<file path="src/core/eisn_consts.svh">
`ifndef EISN_CONSTS_SVH
`define EISN_CONSTS_SVH

// ==========================================================
// register word indices (byte address = 4 * index)
`define EISN_IDX_SNSC   16'hF1DE
`define EISN_IDX_NODE   16'h0100
`define EISN_IDX_CH_CTL 16'h0200
`define EISN_IDX_CH_CAP 16'h0300
`define EISN_IDX_A_CTL  16'h0400
`define EISN_IDX_A_VAL  16'h0401
`define EISN_IDX_B_CTL  16'h0402
`define EISN_IDX_B_VAL  16'h0403
`define EISN_IDX_K_CTL  16'h0404
`define EISN_IDX_K_VAL  16'h0405

// ==========================================================
// shared sub-node bits
`define EISN_SN_CAL_REQ 0
`define EISN_SN_CAL_EN  1
`define EISN_SN_CLK_REQ 2
`define EISN_SN_CLK_EN  3
`define EISN_NODE_LVL   2

// capture channel control fields
`define EISN_CH_MODE 0
`define EISN_CH_REQ  3
`define EISN_CH_EN   4
`define EISN_CH_PEC  5

// auxiliary timer control fields
`define EISN_AUX_ISEL     0
`define EISN_AUX_MODE     3
`define EISN_AUX_REQ      6
`define EISN_AUX_EN       7
`define EISN_AUX_PEC      8
`define EISN_AUX_MODE_CAP 3'h5

// block2 timer control fields
`define EISN_K_EDGE  0
`define EISN_K_CAPEN 2
`define EISN_K_REQ   3
`define EISN_K_EN    4
`define EISN_K_PEC   5

`define EISN_RST_REG 16'h0000

// ==========================================================
// timing: one half_state_time in ps, sample periods in it
`define EISN_CLK_PS  5000
`define EISN_TCL_PS  5000
`define EISN_STD_TCL 16
`define EISN_CAP_TCL 8
`define EISN_NMI_TCL 2
`define EISN_CYC(t) (((t) * `EISN_TCL_PS) / `EISN_CLK_PS)

`endif

</file>
<file path="src/core/eisn_pkg.sv">
package eisn_pkg;

  typedef enum logic {
    BUS_IDLE,
    BUS_ACK
  } eisn_bus_phase_t;

  typedef struct packed {
    logic        read;
    logic        write;
    logic [15:0] address;
    logic [31:0] writedata;
    logic [3:0]  byteenable;
  } eisn_avmm_req_t;

  typedef struct packed {
    logic [31:0] readdata;
    logic        waitrequest;
  } eisn_avmm_rsp_t;

endpackage : eisn_pkg

</file>
<file path="src/core/eisn_top.sv">
// Chosen here: register access over Avalon-MM.
`timescale 1ns/1ps
`default_nettype none
`include "eisn_consts.svh"

// What this block does
// sub-node register keeps separate request flag and enable per source
// shared node arbitration level comes from the node control register
// bits 3/2 clock-loss enable/request, bits 1/0 calendar enable/request
// sub-node request flag reads 1 while its source request is pending
// sub-node enable 1 passes request to node, 0 blocks it
// software never writes ones to reserved sub-node bits 15..4
// pins trigger on rise, fall or both, only in proper mode
// software sets pin direction to input before use
// channel mode 001 rise, 010 fall, 011 both sets channel flag
// selected channel edge latches channel timer into capture register
// channel flag with enable gives transfer or interrupt request
// auxiliary pins act as interrupt inputs in timer mode 101
// auxiliary input select X01 rise, X10 fall, X11 both
// selected auxiliary edge copies core timer into auxiliary register
// auxiliary flag with enable gives transfer or interrupt request
// capture enable 0: capture pin only sets flag, no capture
// capture/reload register stays usable as reload value
// capture edge field 01 rise, 10 fall, 11 both
// capture/reload flag with enable gives interrupt or transfer request
// non-maskable pin sampled every 2 HALF_STATE_TIME, raises a trap
// standard pins sampled every 16 HALF_STATE_TIME, capture pin every 8 HALF_STATE_TIME
// transfer acknowledge clears the source request flag
// shared node request is OR of enabled sub-node requests
// edges found by comparing consecutive synchronised samples
module eisn_top #(
  parameter int NUM_CH = 32
) (
  input  wire logic                    ref_clk_in,
  input  wire logic                    rstn_in,
  input  wire logic                    ce_in,
  input  wire eisn_pkg::eisn_avmm_req_t avmm_in,
  output var  eisn_pkg::eisn_avmm_rsp_t avmm_out,
  input  wire logic [NUM_CH-1:0]       channel_pin_in,
  input  wire logic                    aux_timer_a_pin_in,
  input  wire logic                    aux_timer_b_pin_in,
  input  wire logic                    block2_capture_pin_in,
  input  wire logic                    nmi_n_pin_in,
  input  wire logic                    clock_loss_event_in,
  input  wire logic                    calendar_event_in,
  input  wire logic [15:0]             channel_timer_in,
  input  wire logic [15:0]             core_timer_in,
  input  wire logic [15:0]             block2_timer_in,
  input  wire logic [NUM_CH+3:0]       pec_ack_in,
  output logic      [NUM_CH+3:0]       int_req_out,
  output logic      [NUM_CH+3:0]       pec_req_out,
  output logic      [3:0]              shared_node_level_out,
  output logic      [15:0]             capture_reload_out,
  output logic                         trap_req_out
);

  // ==========================================================
  // sizes and sample periods
  localparam int NPIN = NUM_CH + 4;
  localparam int IA   = NUM_CH;
  localparam int IB   = NUM_CH + 1;
  localparam int IK   = NUM_CH + 2;
  localparam int IN   = NUM_CH + 3;

  localparam logic [7:0] STD_LAST = 8'(`EISN_CYC(`EISN_STD_TCL) - 1);
  localparam logic [7:0] CAP_LAST = 8'(`EISN_CYC(`EISN_CAP_TCL) - 1);
  localparam logic [7:0] NMI_LAST = 8'(`EISN_CYC(`EISN_NMI_TCL) - 1);

  typedef struct packed {
    eisn_pkg::eisn_bus_phase_t   phase;
    eisn_pkg::eisn_avmm_rsp_t    rsp;
    logic [3:0]                  snsc;
    logic [15:0]                 node_ctl;
    logic [NUM_CH-1:0][15:0]     ch_ctl;
    logic [NUM_CH-1:0][15:0]     ch_cap;
    logic [15:0]                 a_ctl;
    logic [15:0]                 a_val;
    logic [15:0]                 b_ctl;
    logic [15:0]                 b_val;
    logic [15:0]                 k_ctl;
    logic [15:0]                 k_val;
    logic [NPIN-1:0]             s1;
    logic [NPIN-1:0]             s2;
    logic [NPIN-1:0]             smp;
    logic [7:0]                  cnt_std;
    logic [7:0]                  cnt_cap;
    logic [7:0]                  cnt_nmi;
    logic [NPIN-1:0]             irq;
    logic [NPIN-1:0]             peripheral_event_transfer;
    logic [3:0]                  lvl;
    logic                        trap;
  } eisn_state_t;

  eisn_state_t st;
  eisn_state_t next_st;

  // ==========================================================
  // helpers
  function automatic logic edge_hit(
    input logic [1:0] sel,
    input logic       rise,
    input logic       fall
  );
    // sel[0] picks rising, sel[1] falling; both gives any edge
    edge_hit = (sel[0] & rise) | (sel[1] & fall);
  endfunction : edge_hit

  function automatic logic [15:0] merge16(
    input logic [15:0] old,
    input logic [31:0] wd,
    input logic [3:0]  be
  );
    merge16 = old;
    if (be[0]) begin
      merge16[7:0] = wd[7:0];
    end
    if (be[1]) begin
      merge16[15:8] = wd[15:8];
    end
  endfunction : merge16

  function automatic logic [7:0] count_next(
    input logic [7:0] cnt,
    input logic [7:0] last
  );
    count_next = (cnt >= last) ? 8'h00 : cnt + 8'h01;
  endfunction : count_next

  // ==========================================================
  // next-state logic
  always_comb begin
    logic [NPIN-1:0] pins;
    logic [NPIN-1:0] stb;
    logic [NPIN-1:0] rise;
    logic [NPIN-1:0] fall;
    logic [31:0]     rdata;
    logic [15:0]     wv;
    logic            hit;
    pins  = '0;
    stb   = '0;
    rise  = '0;
    fall  = '0;
    rdata = '0;
    wv    = '0;
    hit   = 1'b0;
    next_st = st;

    // ---- pin synchronisers and sample strobes
    pins = {~nmi_n_pin_in, block2_capture_pin_in, aux_timer_b_pin_in,
            aux_timer_a_pin_in, channel_pin_in};
    next_st.s1 = pins;
    next_st.s2 = st.s1;
    // sample periods
    next_st.cnt_std = count_next(st.cnt_std, STD_LAST);
    next_st.cnt_cap = count_next(st.cnt_cap, CAP_LAST);
    // fast nmi sampling
    next_st.cnt_nmi = count_next(st.cnt_nmi, NMI_LAST);
    stb = {st.cnt_nmi == 8'h00, st.cnt_cap == 8'h00,
           {(NUM_CH + 2){st.cnt_std == 8'h00}}};

    // consecutive sample compare
    rise = stb & st.s2 & ~st.smp;
    fall = stb & ~st.s2 & st.smp;
    next_st.smp = (stb & st.s2) | (~stb & st.smp);

    // ---- register bus, one wait cycle per access
    case (st.phase)
      eisn_pkg::BUS_IDLE: begin
        next_st.rsp.waitrequest = 1'b1;
        if (avmm_in.read || avmm_in.write) begin
          next_st.phase = eisn_pkg::BUS_ACK;
          next_st.rsp.waitrequest = 1'b0;
        end
        if (avmm_in.read) begin
          case (avmm_in.address)
            // reserved bits read zero
            `EISN_IDX_SNSC: rdata = {28'h0000000, st.snsc};
            `EISN_IDX_NODE: rdata = {16'h0000, st.node_ctl};
            `EISN_IDX_A_CTL: rdata = {16'h0000, st.a_ctl};
            `EISN_IDX_A_VAL: rdata = {16'h0000, st.a_val};
            `EISN_IDX_B_CTL: rdata = {16'h0000, st.b_ctl};
            `EISN_IDX_B_VAL: rdata = {16'h0000, st.b_val};
            `EISN_IDX_K_CTL: rdata = {16'h0000, st.k_ctl};
            `EISN_IDX_K_VAL: rdata = {16'h0000, st.k_val};
            default: begin
              for (int i = 0; i < NUM_CH; i++) begin
                if (avmm_in.address == 16'(`EISN_IDX_CH_CTL + i)) begin
                  rdata = {16'h0000, st.ch_ctl[i]};
                end
                if (avmm_in.address == 16'(`EISN_IDX_CH_CAP + i)) begin
                  rdata = {16'h0000, st.ch_cap[i]};
                end
              end
            end
          endcase
          next_st.rsp.readdata = rdata;
        end
      end
      eisn_pkg::BUS_ACK: begin
        // write lands on the edge the master sees waitrequest low
        next_st.phase = eisn_pkg::BUS_IDLE;
        next_st.rsp.waitrequest = 1'b1;
        if (avmm_in.write) begin
          case (avmm_in.address)
            `EISN_IDX_SNSC: begin
              // reserved bits dropped on write
              wv = merge16({12'h000, st.snsc}, avmm_in.writedata,
                           avmm_in.byteenable);
              next_st.snsc = wv[3:0];
            end
            `EISN_IDX_NODE: next_st.node_ctl = merge16(st.node_ctl,
                              avmm_in.writedata, avmm_in.byteenable);
            `EISN_IDX_A_CTL: next_st.a_ctl = merge16(st.a_ctl,
                               avmm_in.writedata, avmm_in.byteenable);
            `EISN_IDX_A_VAL: next_st.a_val = merge16(st.a_val,
                               avmm_in.writedata, avmm_in.byteenable);
            `EISN_IDX_B_CTL: next_st.b_ctl = merge16(st.b_ctl,
                               avmm_in.writedata, avmm_in.byteenable);
            `EISN_IDX_B_VAL: next_st.b_val = merge16(st.b_val,
                               avmm_in.writedata, avmm_in.byteenable);
            `EISN_IDX_K_CTL: next_st.k_ctl = merge16(st.k_ctl,
                               avmm_in.writedata, avmm_in.byteenable);
            // reload value stays software writable
            `EISN_IDX_K_VAL: next_st.k_val = merge16(st.k_val,
                               avmm_in.writedata, avmm_in.byteenable);
            default: begin
              for (int i = 0; i < NUM_CH; i++) begin
                if (avmm_in.address == 16'(`EISN_IDX_CH_CTL + i)) begin
                  next_st.ch_ctl[i] = merge16(st.ch_ctl[i],
                    avmm_in.writedata, avmm_in.byteenable);
                end
                if (avmm_in.address == 16'(`EISN_IDX_CH_CAP + i)) begin
                  next_st.ch_cap[i] = merge16(st.ch_cap[i],
                    avmm_in.writedata, avmm_in.byteenable);
                end
              end
            end
          endcase
        end
      end
      default: begin
        next_st.phase = eisn_pkg::BUS_IDLE;
        next_st.rsp.waitrequest = 1'b1;
      end
    endcase

    // ---- transfer acknowledge clears, applied before new edges
    // acknowledge clears flag
    for (int i = 0; i < NUM_CH; i++) begin
      if (pec_ack_in[i]) begin
        next_st.ch_ctl[i][`EISN_CH_REQ] = 1'b0;
      end
    end
    if (pec_ack_in[IA]) begin
      next_st.a_ctl[`EISN_AUX_REQ] = 1'b0;
    end
    if (pec_ack_in[IB]) begin
      next_st.b_ctl[`EISN_AUX_REQ] = 1'b0;
    end
    if (pec_ack_in[IK]) begin
      next_st.k_ctl[`EISN_K_REQ] = 1'b0;
    end

    // ---- capture channels; hardware set wins over any clear
    for (int i = 0; i < NUM_CH; i++) begin
      // only capture modes 001..011 react
      // channel edge select
      hit = (st.ch_ctl[i][`EISN_CH_MODE+2] == 1'b0) &&
            edge_hit(st.ch_ctl[i][`EISN_CH_MODE+:2], rise[i], fall[i]);
      if (hit) begin
        next_st.ch_ctl[i][`EISN_CH_REQ] = 1'b1;
        // latch timer, running or not
        next_st.ch_cap[i] = channel_timer_in;
      end
    end

    // ---- auxiliary timers
    // capture mode 101 only
    // low two select bits choose edge
    hit = (st.a_ctl[`EISN_AUX_MODE+:3] == `EISN_AUX_MODE_CAP) &&
          edge_hit(st.a_ctl[`EISN_AUX_ISEL+:2], rise[IA], fall[IA]);
    if (hit) begin
      next_st.a_ctl[`EISN_AUX_REQ] = 1'b1;
      // copy core timer
      next_st.a_val = core_timer_in;
    end
    hit = (st.b_ctl[`EISN_AUX_MODE+:3] == `EISN_AUX_MODE_CAP) &&
          edge_hit(st.b_ctl[`EISN_AUX_ISEL+:2], rise[IB], fall[IB]);
    if (hit) begin
      next_st.b_ctl[`EISN_AUX_REQ] = 1'b1;
      // copy core timer
      next_st.b_val = core_timer_in;
    end

    // ---- block2 capture pin
    // edge field select
    hit = edge_hit(st.k_ctl[`EISN_K_EDGE+:2], rise[IK], fall[IK]);
    if (hit) begin
      next_st.k_ctl[`EISN_K_REQ] = 1'b1;
      // capture only when enabled
      if (st.k_ctl[`EISN_K_CAPEN]) begin
        next_st.k_val = block2_timer_in;
      end
    end

    // ---- shared sub-node sources, on-chip pulses, no sync
    // clock-loss on 3/2, calendar on 1/0
    // pending request sets flag
    if (clock_loss_event_in) begin
      next_st.snsc[`EISN_SN_CLK_REQ] = 1'b1;
    end
    if (calendar_event_in) begin
      next_st.snsc[`EISN_SN_CAL_REQ] = 1'b1;
    end

    // ---- request outputs follow the new flags
    for (int i = 0; i < NUM_CH; i++) begin
      // channel routing
      next_st.irq[i] = next_st.ch_ctl[i][`EISN_CH_REQ] &
                       next_st.ch_ctl[i][`EISN_CH_EN] &
                       ~next_st.ch_ctl[i][`EISN_CH_PEC];
      next_st.peripheral_event_transfer[i] = next_st.ch_ctl[i][`EISN_CH_REQ] &
                       next_st.ch_ctl[i][`EISN_CH_EN] &
                       next_st.ch_ctl[i][`EISN_CH_PEC];
    end
    // auxiliary routing
    next_st.irq[IA] = next_st.a_ctl[`EISN_AUX_REQ] &
                      next_st.a_ctl[`EISN_AUX_EN] & ~next_st.a_ctl[`EISN_AUX_PEC];
    next_st.peripheral_event_transfer[IA] = next_st.a_ctl[`EISN_AUX_REQ] &
                      next_st.a_ctl[`EISN_AUX_EN] & next_st.a_ctl[`EISN_AUX_PEC];
    next_st.irq[IB] = next_st.b_ctl[`EISN_AUX_REQ] &
                      next_st.b_ctl[`EISN_AUX_EN] & ~next_st.b_ctl[`EISN_AUX_PEC];
    next_st.peripheral_event_transfer[IB] = next_st.b_ctl[`EISN_AUX_REQ] &
                      next_st.b_ctl[`EISN_AUX_EN] & next_st.b_ctl[`EISN_AUX_PEC];
    // capture/reload routing
    next_st.irq[IK] = next_st.k_ctl[`EISN_K_REQ] &
                      next_st.k_ctl[`EISN_K_EN] & ~next_st.k_ctl[`EISN_K_PEC];
    next_st.peripheral_event_transfer[IK] = next_st.k_ctl[`EISN_K_REQ] &
                      next_st.k_ctl[`EISN_K_EN] & next_st.k_ctl[`EISN_K_PEC];
    // independent flag and enable pairs
    // enable gates each source
    // shared node is an OR
    next_st.irq[IN] = (next_st.snsc[`EISN_SN_CLK_REQ] &
                       next_st.snsc[`EISN_SN_CLK_EN]) |
                      (next_st.snsc[`EISN_SN_CAL_REQ] &
                       next_st.snsc[`EISN_SN_CAL_EN]);
    // the shared node is serviced by interrupt only
    next_st.peripheral_event_transfer[IN] = 1'b0;
    // level from node control
    next_st.lvl = next_st.node_ctl[`EISN_NODE_LVL+:4];

    // nmi falling pin edge traps
    next_st.trap = rise[IN];
  end

  // ==========================================================
  // state register
  always_ff @(posedge ref_clk_in or negedge rstn_in) begin
    if (!rstn_in) begin
      st <= '0;
      st.rsp.waitrequest <= 1'b1;
    end else if (ce_in) begin
      st <= next_st;
    end
  end

  // ==========================================================
  // outputs straight from the state register
  assign avmm_out              = st.rsp;
  assign int_req_out           = st.irq;
  assign pec_req_out           = st.peripheral_event_transfer;
  assign shared_node_level_out = st.lvl;
  // reload value for the block2 timer
  assign capture_reload_out    = st.k_val;
  assign trap_req_out          = st.trap;

endmodule : eisn_top

`default_nettype wire

</file>
<file path="config.mk">
export PLATFORM = sky130hd
export DESIGN_NAME = eisn_top
export DESIGN_NICKNAME = d
export VERILOG_FILES = /design/src/core/eisn_pkg.sv /design/src/core/eisn_top.sv
export VERILOG_INCLUDE_DIRS = /design/src /design/src/core
export SDC_FILE = /design/constraint.sdc
export NUM_CORES = 2
export LEC_CHECK = 0
export ABC_AREA = 1
export BUFFER_PORTS_ARGS = -buffer_cell sky130_fd_sc_hd__buf_2
export CORE_MARGIN = 4
export CORE_UTILIZATION = 30
export CTS_CLUSTER_SIZE = 28
export DETAILED_ROUTE_END_ITERATION = 8
export PLACE_DENSITY = 0.43
export SLEW_MARGIN = 20
export SYNTH_ARGS = -nofsm -noshare
export SYNTH_HDL_FRONTEND = slang
export SYNTH_SLANG_ARGS = --single-unit
export TNS_END_PERCENT = 1
</file>
<file path="constraint.sdc">
create_clock -name ref_clk_in -period 4.6 [get_ports ref_clk_in]
set_input_delay 0.46 -clock ref_clk_in [delete_from_list [all_inputs] [get_ports ref_clk_in]]
set_output_delay 0.46 -clock ref_clk_in [all_outputs]
set_load 0.005 [all_outputs]
</file>
Word level (Yosys, flattened, before mapping):

Index checks and enable logic that the tools add are counted.

* add/sub/neg operators: 3
* $mul: 0
* div/mod/pow operators: 0
* magnitude comparators: 3
* equal/unequal tests: 106
* shift-type cells: 0
* mux-type cells: 332
* bitwise gates (word level): 292
* reductions and logical operators: 350

Operator list (number)
* 1140-bit two-way mux: 2
* 32-bit two-way mux: 63
* 16-bit two-way mux: 108
* 16-bit by 10-bit equality test with 1-bit output (second input constant): 64
* 1024-bit two-way mux: 1
* 6-bit AND reduction: 128
* 8-bit two-way mux: 79
* 2-bit nonzero test: 170
* 32-bit case mux with 8 select lines: 1
* 1-bit bitwise AND: 177
* 36-bit bitwise AND: 3
* 16-bit by 11-bit equality test with 1-bit output (second input constant): 6
* 1-bit two-way mux: 74
* 36-bit NOT: 2
* 35-bit bitwise AND: 2
* 1-bit NOT: 70
* 2-bit by 1-bit != test with 1-bit output (second input constant): 32
* 5-bit AND reduction: 12
* 1-bit OR: 36
* 36-bit OR: 1
* 35-bit NOT: 1
* 1-bit logical AND: 34
* 8-bit by 1-bit adder with 8-bit output (second input constant): 3
* 8-bit zero test: 3
* 11 further kinds: 14

* bits in registers: 1378
* bits in latches: 0
* bits in writable memories: 0
* memory bits (read-only): 0
* output and inout bits: 126
* word-level logic and storage cells: 1276
* memories: 0

Logic depth before layout (Yosys ltp):

* depth in word-level cells: 66
* gate-level depth with buffers: 45

Worst setup path after synthesis:

OpenSTA, ideal clock, no wires.

* path type: in2reg
* start point: input port avmm_in[44] in the netlist's numbering
* end point: register st, in the netlist avmm_out[6]
* arrival time: 3.561 ns
* slack: 0.921 ns
* stages on the path: 39
* buffers on the path: 1
* cells stage by stage: nor2_1 -> nand2_1 -> nor2_8 -> inv_2 -> buf_6 -> nor2_2 -> inv_2 -> o21ai_1 -> inv_2 -> nand2_1 -> nand2_1 -> nand2_1 -> nand4_1 -> nor2_1 -> nand4_1 -> nand2_1 -> nand4_1 -> nor2_1 -> [... 3 more ...] -> nor2_1 -> nand4_1 -> nor2_1 -> nand4_1 -> nor2_1 -> nand4_1 -> nor2_1 -> nand4_1 -> nor2_1 -> nand4_1 -> nor2_1 -> nand4_1 -> nor2_1 -> nand4_1 -> nor2_1 -> nand4_1 -> nand3_1 -> nand2_1

* longest elaborated chain between the ends: 66

Ends and longest elaborated chain
* from (decl): RTL line eisn_top.sv:37 `input wire eisn_pkg::eisn_avmm_req_t avmm_in,`
* 16-bit by 10-bit equality test with 1-bit output: RTL line eisn_top.sv:187 `` if (avmm_in.address == 16'(`EISN_IDX_CH_CTL + i)) begin ``
* 16-bit two-way mux: RTL line eisn_top.sv:187
* 32-bit two-way mux: RTL line eisn_top.sv:190 `` if (avmm_in.address == 16'(`EISN_IDX_CH_CAP + i)) begin ``
* 32-bit two-way mux: RTL line eisn_top.sv:187
* 32-bit two-way mux: RTL line eisn_top.sv:190
* 32-bit two-way mux: RTL line eisn_top.sv:187
* 32-bit two-way mux: RTL line eisn_top.sv:190
* 32-bit two-way mux: RTL line eisn_top.sv:187
* [... 50 more ...]
* 32-bit two-way mux: RTL line eisn_top.sv:190
* 32-bit two-way mux: RTL line eisn_top.sv:187
* 32-bit two-way mux: RTL line eisn_top.sv:190
* 32-bit two-way mux: RTL line eisn_top.sv:187
* 32-bit two-way mux: RTL line eisn_top.sv:190
* 32-bit two-way mux: RTL line eisn_top.sv:187
* 32-bit two-way mux: RTL line eisn_top.sv:190
* 32-bit case mux with 8 select lines (*): RTL line eisn_top.sv:175 `case (avmm_in.address)`
* to (signal assigned): RTL line eisn_top.sv:363 `st <= next_st;`
* to (decl): RTL line eisn_top.sv:94 `eisn_state_t st;`

Every way passes the cells marked *; elsewhere a longest branch is shown, timed or not.
A chain may end at the register's enable or synchronous reset.

Final worst setup path:

* start point: register st[817] in the netlist's numbering
* end point: register st, in the netlist avmm_out[1]

* longest elaborated chain between the ends: 65

Ends and longest elaborated chain (RTL line)
* 16-bit two-way mux: eisn_top.sv:187
* 32-bit two-way mux: eisn_top.sv:190
* 32-bit two-way mux: eisn_top.sv:187
* 32-bit two-way mux: eisn_top.sv:190
* 32-bit two-way mux: eisn_top.sv:187
* 32-bit two-way mux: eisn_top.sv:190
* 32-bit two-way mux: eisn_top.sv:187
* 32-bit two-way mux: eisn_top.sv:190
* [... 49 more ...]
* 32-bit two-way mux: eisn_top.sv:190
* 32-bit two-way mux: eisn_top.sv:187
* 32-bit two-way mux: eisn_top.sv:190
* 32-bit two-way mux: eisn_top.sv:187
* 32-bit two-way mux: eisn_top.sv:190
* 32-bit two-way mux: eisn_top.sv:187
* 32-bit two-way mux: eisn_top.sv:190
* 32-bit case mux with 8 select lines: eisn_top.sv:175

No other way between the ends.

==> impl_metrics.py <==
metrics = {
    "status": {
        "outcome": "finished with violations",
        "violations": "setup timing",
    },
    "timing": {
        "period_minus_slack_ns": 5.24,
        "hold_violations": 0,
        "setup_tns_ns": -4.07,
        "fin_crit_sh_pct": 114,
        "relSlewSlack_pct": 19.4,
        "rsz0062_at_grt": "true",
        "worst_pin_slew_ns": 1.21,
        "slew_violations": 0,
        "clock.fmax_mhz": 191,
        "finalClockSkew_ns": 0.0558,
        "hold_slack_ns": 0.0634,
        "fin_ws_ns": -0.644,
        "setup_viol": 13,
    },
    "pwr": {
        "power_density_mw_per_mm2": 352,
        "power_leakage_nw": 38.9,
        "power_mw": 28.7,
        "ir_drop_uv": 395,
    },
    "floorplanning": {
        "core_area_mm2": 0.228,
        "die_w_um": 487,
        "pin_count": 305,
        "die_area_mm2": 0.237,
        "rows": 175,
        "die_y_um": 487,
        "initial_core_util_pct": 30.2,
    },
    "logic_synthesis": {
        "synth_area_leader_cell": "dfrtp_1",
        "avgSynthCellArea_um2": 7.40,
        "ys_warn_count": 0,
        "synth_top_area_share_pct": 49.4,
        "ys_seq_area_share_pct": 49.5,
        "synth_top_family_by_area": "simple AND/OR/NAND/NOR gates",
        "synthCells": 9312,
        "synth_cell_types": 48,
        "synthArstFlopShare_pct": 100,
        "synth_xor_xnor_area_share_pct": 0.0254,
        "synthAdderAreaFrac_pct": 0.127,
        "ys_ff_latch": 1362,
        "synth-simple-area-share_pct": 25.6,
        "synth.cell_area_mm2": 0.0689,
        "synthFlopType": "dfrtp_1",
        "synth.area.top_cells": "dfrtp_1 (49%), nand2_1 (18%), o21ai_0 (14%)",
        "synthMuxAreaShare_pct": 0,
        "synth_compound_area_share_pct": 16.8,
        "synth_edf_count": 0,
    },
    "placed_design": {
        "portBuffers": 268,
        "place_ws_ns": -1.74,
        "place_congestion": 0.910,
        "placedCellCount": 12385,
        "placed_area_mm2": 0.0752,
        "hpwl_um": 210000,
    },
    "critical_path": {
        "crit_path_max_fanout": 2,
        "crit_top_cell": "nand4_1",
        "cpMaxStageDelayCell": "dfrtp_2",
        "slowest_delay_ns": 0.44,
        "critPathLaunchType": "flop",
        "critPathArrivalTime_ns": 5.96,
        "worstSetupPathType": "flop to flop",
        "required_ns": 5.32,
        "endpoint_kind": "flop",
    },
    "grt": {
        "overflow": 0,
        "antenna_found_initial": 31,
        "grt_pass1_vias": 61182,
        "grt_pass1_wl_um": 443000,
        "grt_max_degree": 140,
        "grt_usage_pct": 25.3,
    },
    "drt": {
        "drc": 0,
        "dr_wl_met3_um": 19400,
        "via_per_inst": 5.07,
        "finalWirelength_um": 307000,
        "wl_met1_um": 136000,
        "dr_total_vias": 64741,
        "ant_nets": 0,
        "dr_wl_met2_um": 139000,
        "top_layer": "met5",
        "drt_iter0_drc": 6757,
        "dr.pass1.iters": 6,
        "wire_per_inst_um": 24.0,
    },
    "hold_path": {
        "hp-class": "input port to flop",
    },
    "cells_and_area": {
        "final_nets": 9814,
        "final_area_mm2": 0.0816,
        "final_layout_size_suffix_gt1_share_pct": 12.6,
        "instances_no_fill": 12770,
        "n_fill_cell": 24122,
        "final_util_pct": 35.8,
        "seq_area_mm2": 0.0341,
        "multi_input_area_mm2": 0.0296,
        "syn2layout_area_growth_pct": 18.4,
        "mostFrequentLayoutCells": "nand2_1 (3,297), o21ai_0 (1,926), dfrtp_1 (1,359)",
        "final_common_cell": "nand2_1",
    },
    "cts": {
        "cts.clk_slew.worst_paths_ns": 0.06,
        "cts_max_level": 4,
        "cts_buffer_depth": 3,
        "cts_tree": "yes",
        "clock_sinks": 1362,
        "insertion_delay_ns": 0.84,
        "cts_buffers": 164,
        "cts_setup_buffers": 0,
        "clockRootBuffer": "clkbuf_16",
    },
    "run": {
        "cap_viol_max_count": 0,
    },
}
==> power breakdown <==
group	switching (mW)	internal, mW
Clock	5.64	7.54
Combinational	1.97	0.738
Sequential	0.353	12.5
==> layer usage <==
| metal | GRT usage (%) | vias up |
|---|---|---|
| met5 | 0 | - |
| met4 | 9.02 | 2 |
| met3 | 3.56 | 441 |
| met2 | 40.2 | 2224 |
| met1 | 35.1 | 31394 |
| li1 | - | 30680 |
==> kinds of logic (layout without fill, tap and decap cells) <==
logic type	count (synthesis)	in the layout
simple gates	4374	4374
compound gates	2237	2237
flops	1362	1362
buf+inv	1329	1753
fa+ha+maj	7	7
xor+xnor	2	2
other cells	1	26
==> critical path, delay by kind of cell (launching register included) <==
kind	cells	cell delay, ns
DFF	1	0.44
and+or+nand+nor	36	4.69
==> final timing paths <==
path | to | depth (start not counted) | start | slack (ns)
min in group asynchronous | st[378] | 2 | rstn_in | 0.11
min reg2reg | trap_req_out | 1 | flop | 0.45
max | avmm_out[1] | 36 | st[817] | -0.64
max in group asynchronous | st[85] | 4 | rstn_in | 2.90
min | capture_reload_out[1] | 5 | avmm_in[5] | 0.06
max reg2reg | avmm_out[1] | 36 | st[817] | -0.64
==> area by class of cell <==
class	count	area share, %
Tap cell	3009	4.62
Antenna cell	9	0.0276
Clock buffer	244	5.86
Timing Repair Buffer	835	7.85
Clock inverter	46	0.655
Sequential cell	1362	41.8
Multi-Input combinational cell	6637	36.3
Inverter	628	2.90
==> state kept, by name (all words and copies together) (netlist names), named ones only <==
signal,count
next_st,36
capture_reload_out,16
trap_req_out,1
pec_req_out,35
st,1185
avmm_out,17
int_req_out,36
==> synth_stat cells (7+ instances only) <==
master and instances:
nor2_1 538, nor2_2 8, buf_1 50, a221oi_1 18, o22ai_1 13, a31oi_1 10, o21ai_0 1927, nor4_1 10
o31ai_1 18, a22o_1 7, clkinv_1 13, ha_1 7, buf_4 125, inv_1 594, nand4_1 234, inv_2 21
nand3_1 140, o21a_1 10, clkbuf_1 515, or2_2 111, a21oi_1 148, nor3_1 17, dfrtp_1 1361, o2111ai_1 7
nand2_1 3304, o21ai_1 25, a41oi_1 8, o211ai_1 29
==> timing repair <==
item	CTS	global route
gates resized for setup	46	14
endpoints found under the hold margin	440	0
setup endpoints to repair	16	16
pin swaps	5	7
hold buffers	85	0
(Power assumes the default switching activity.)
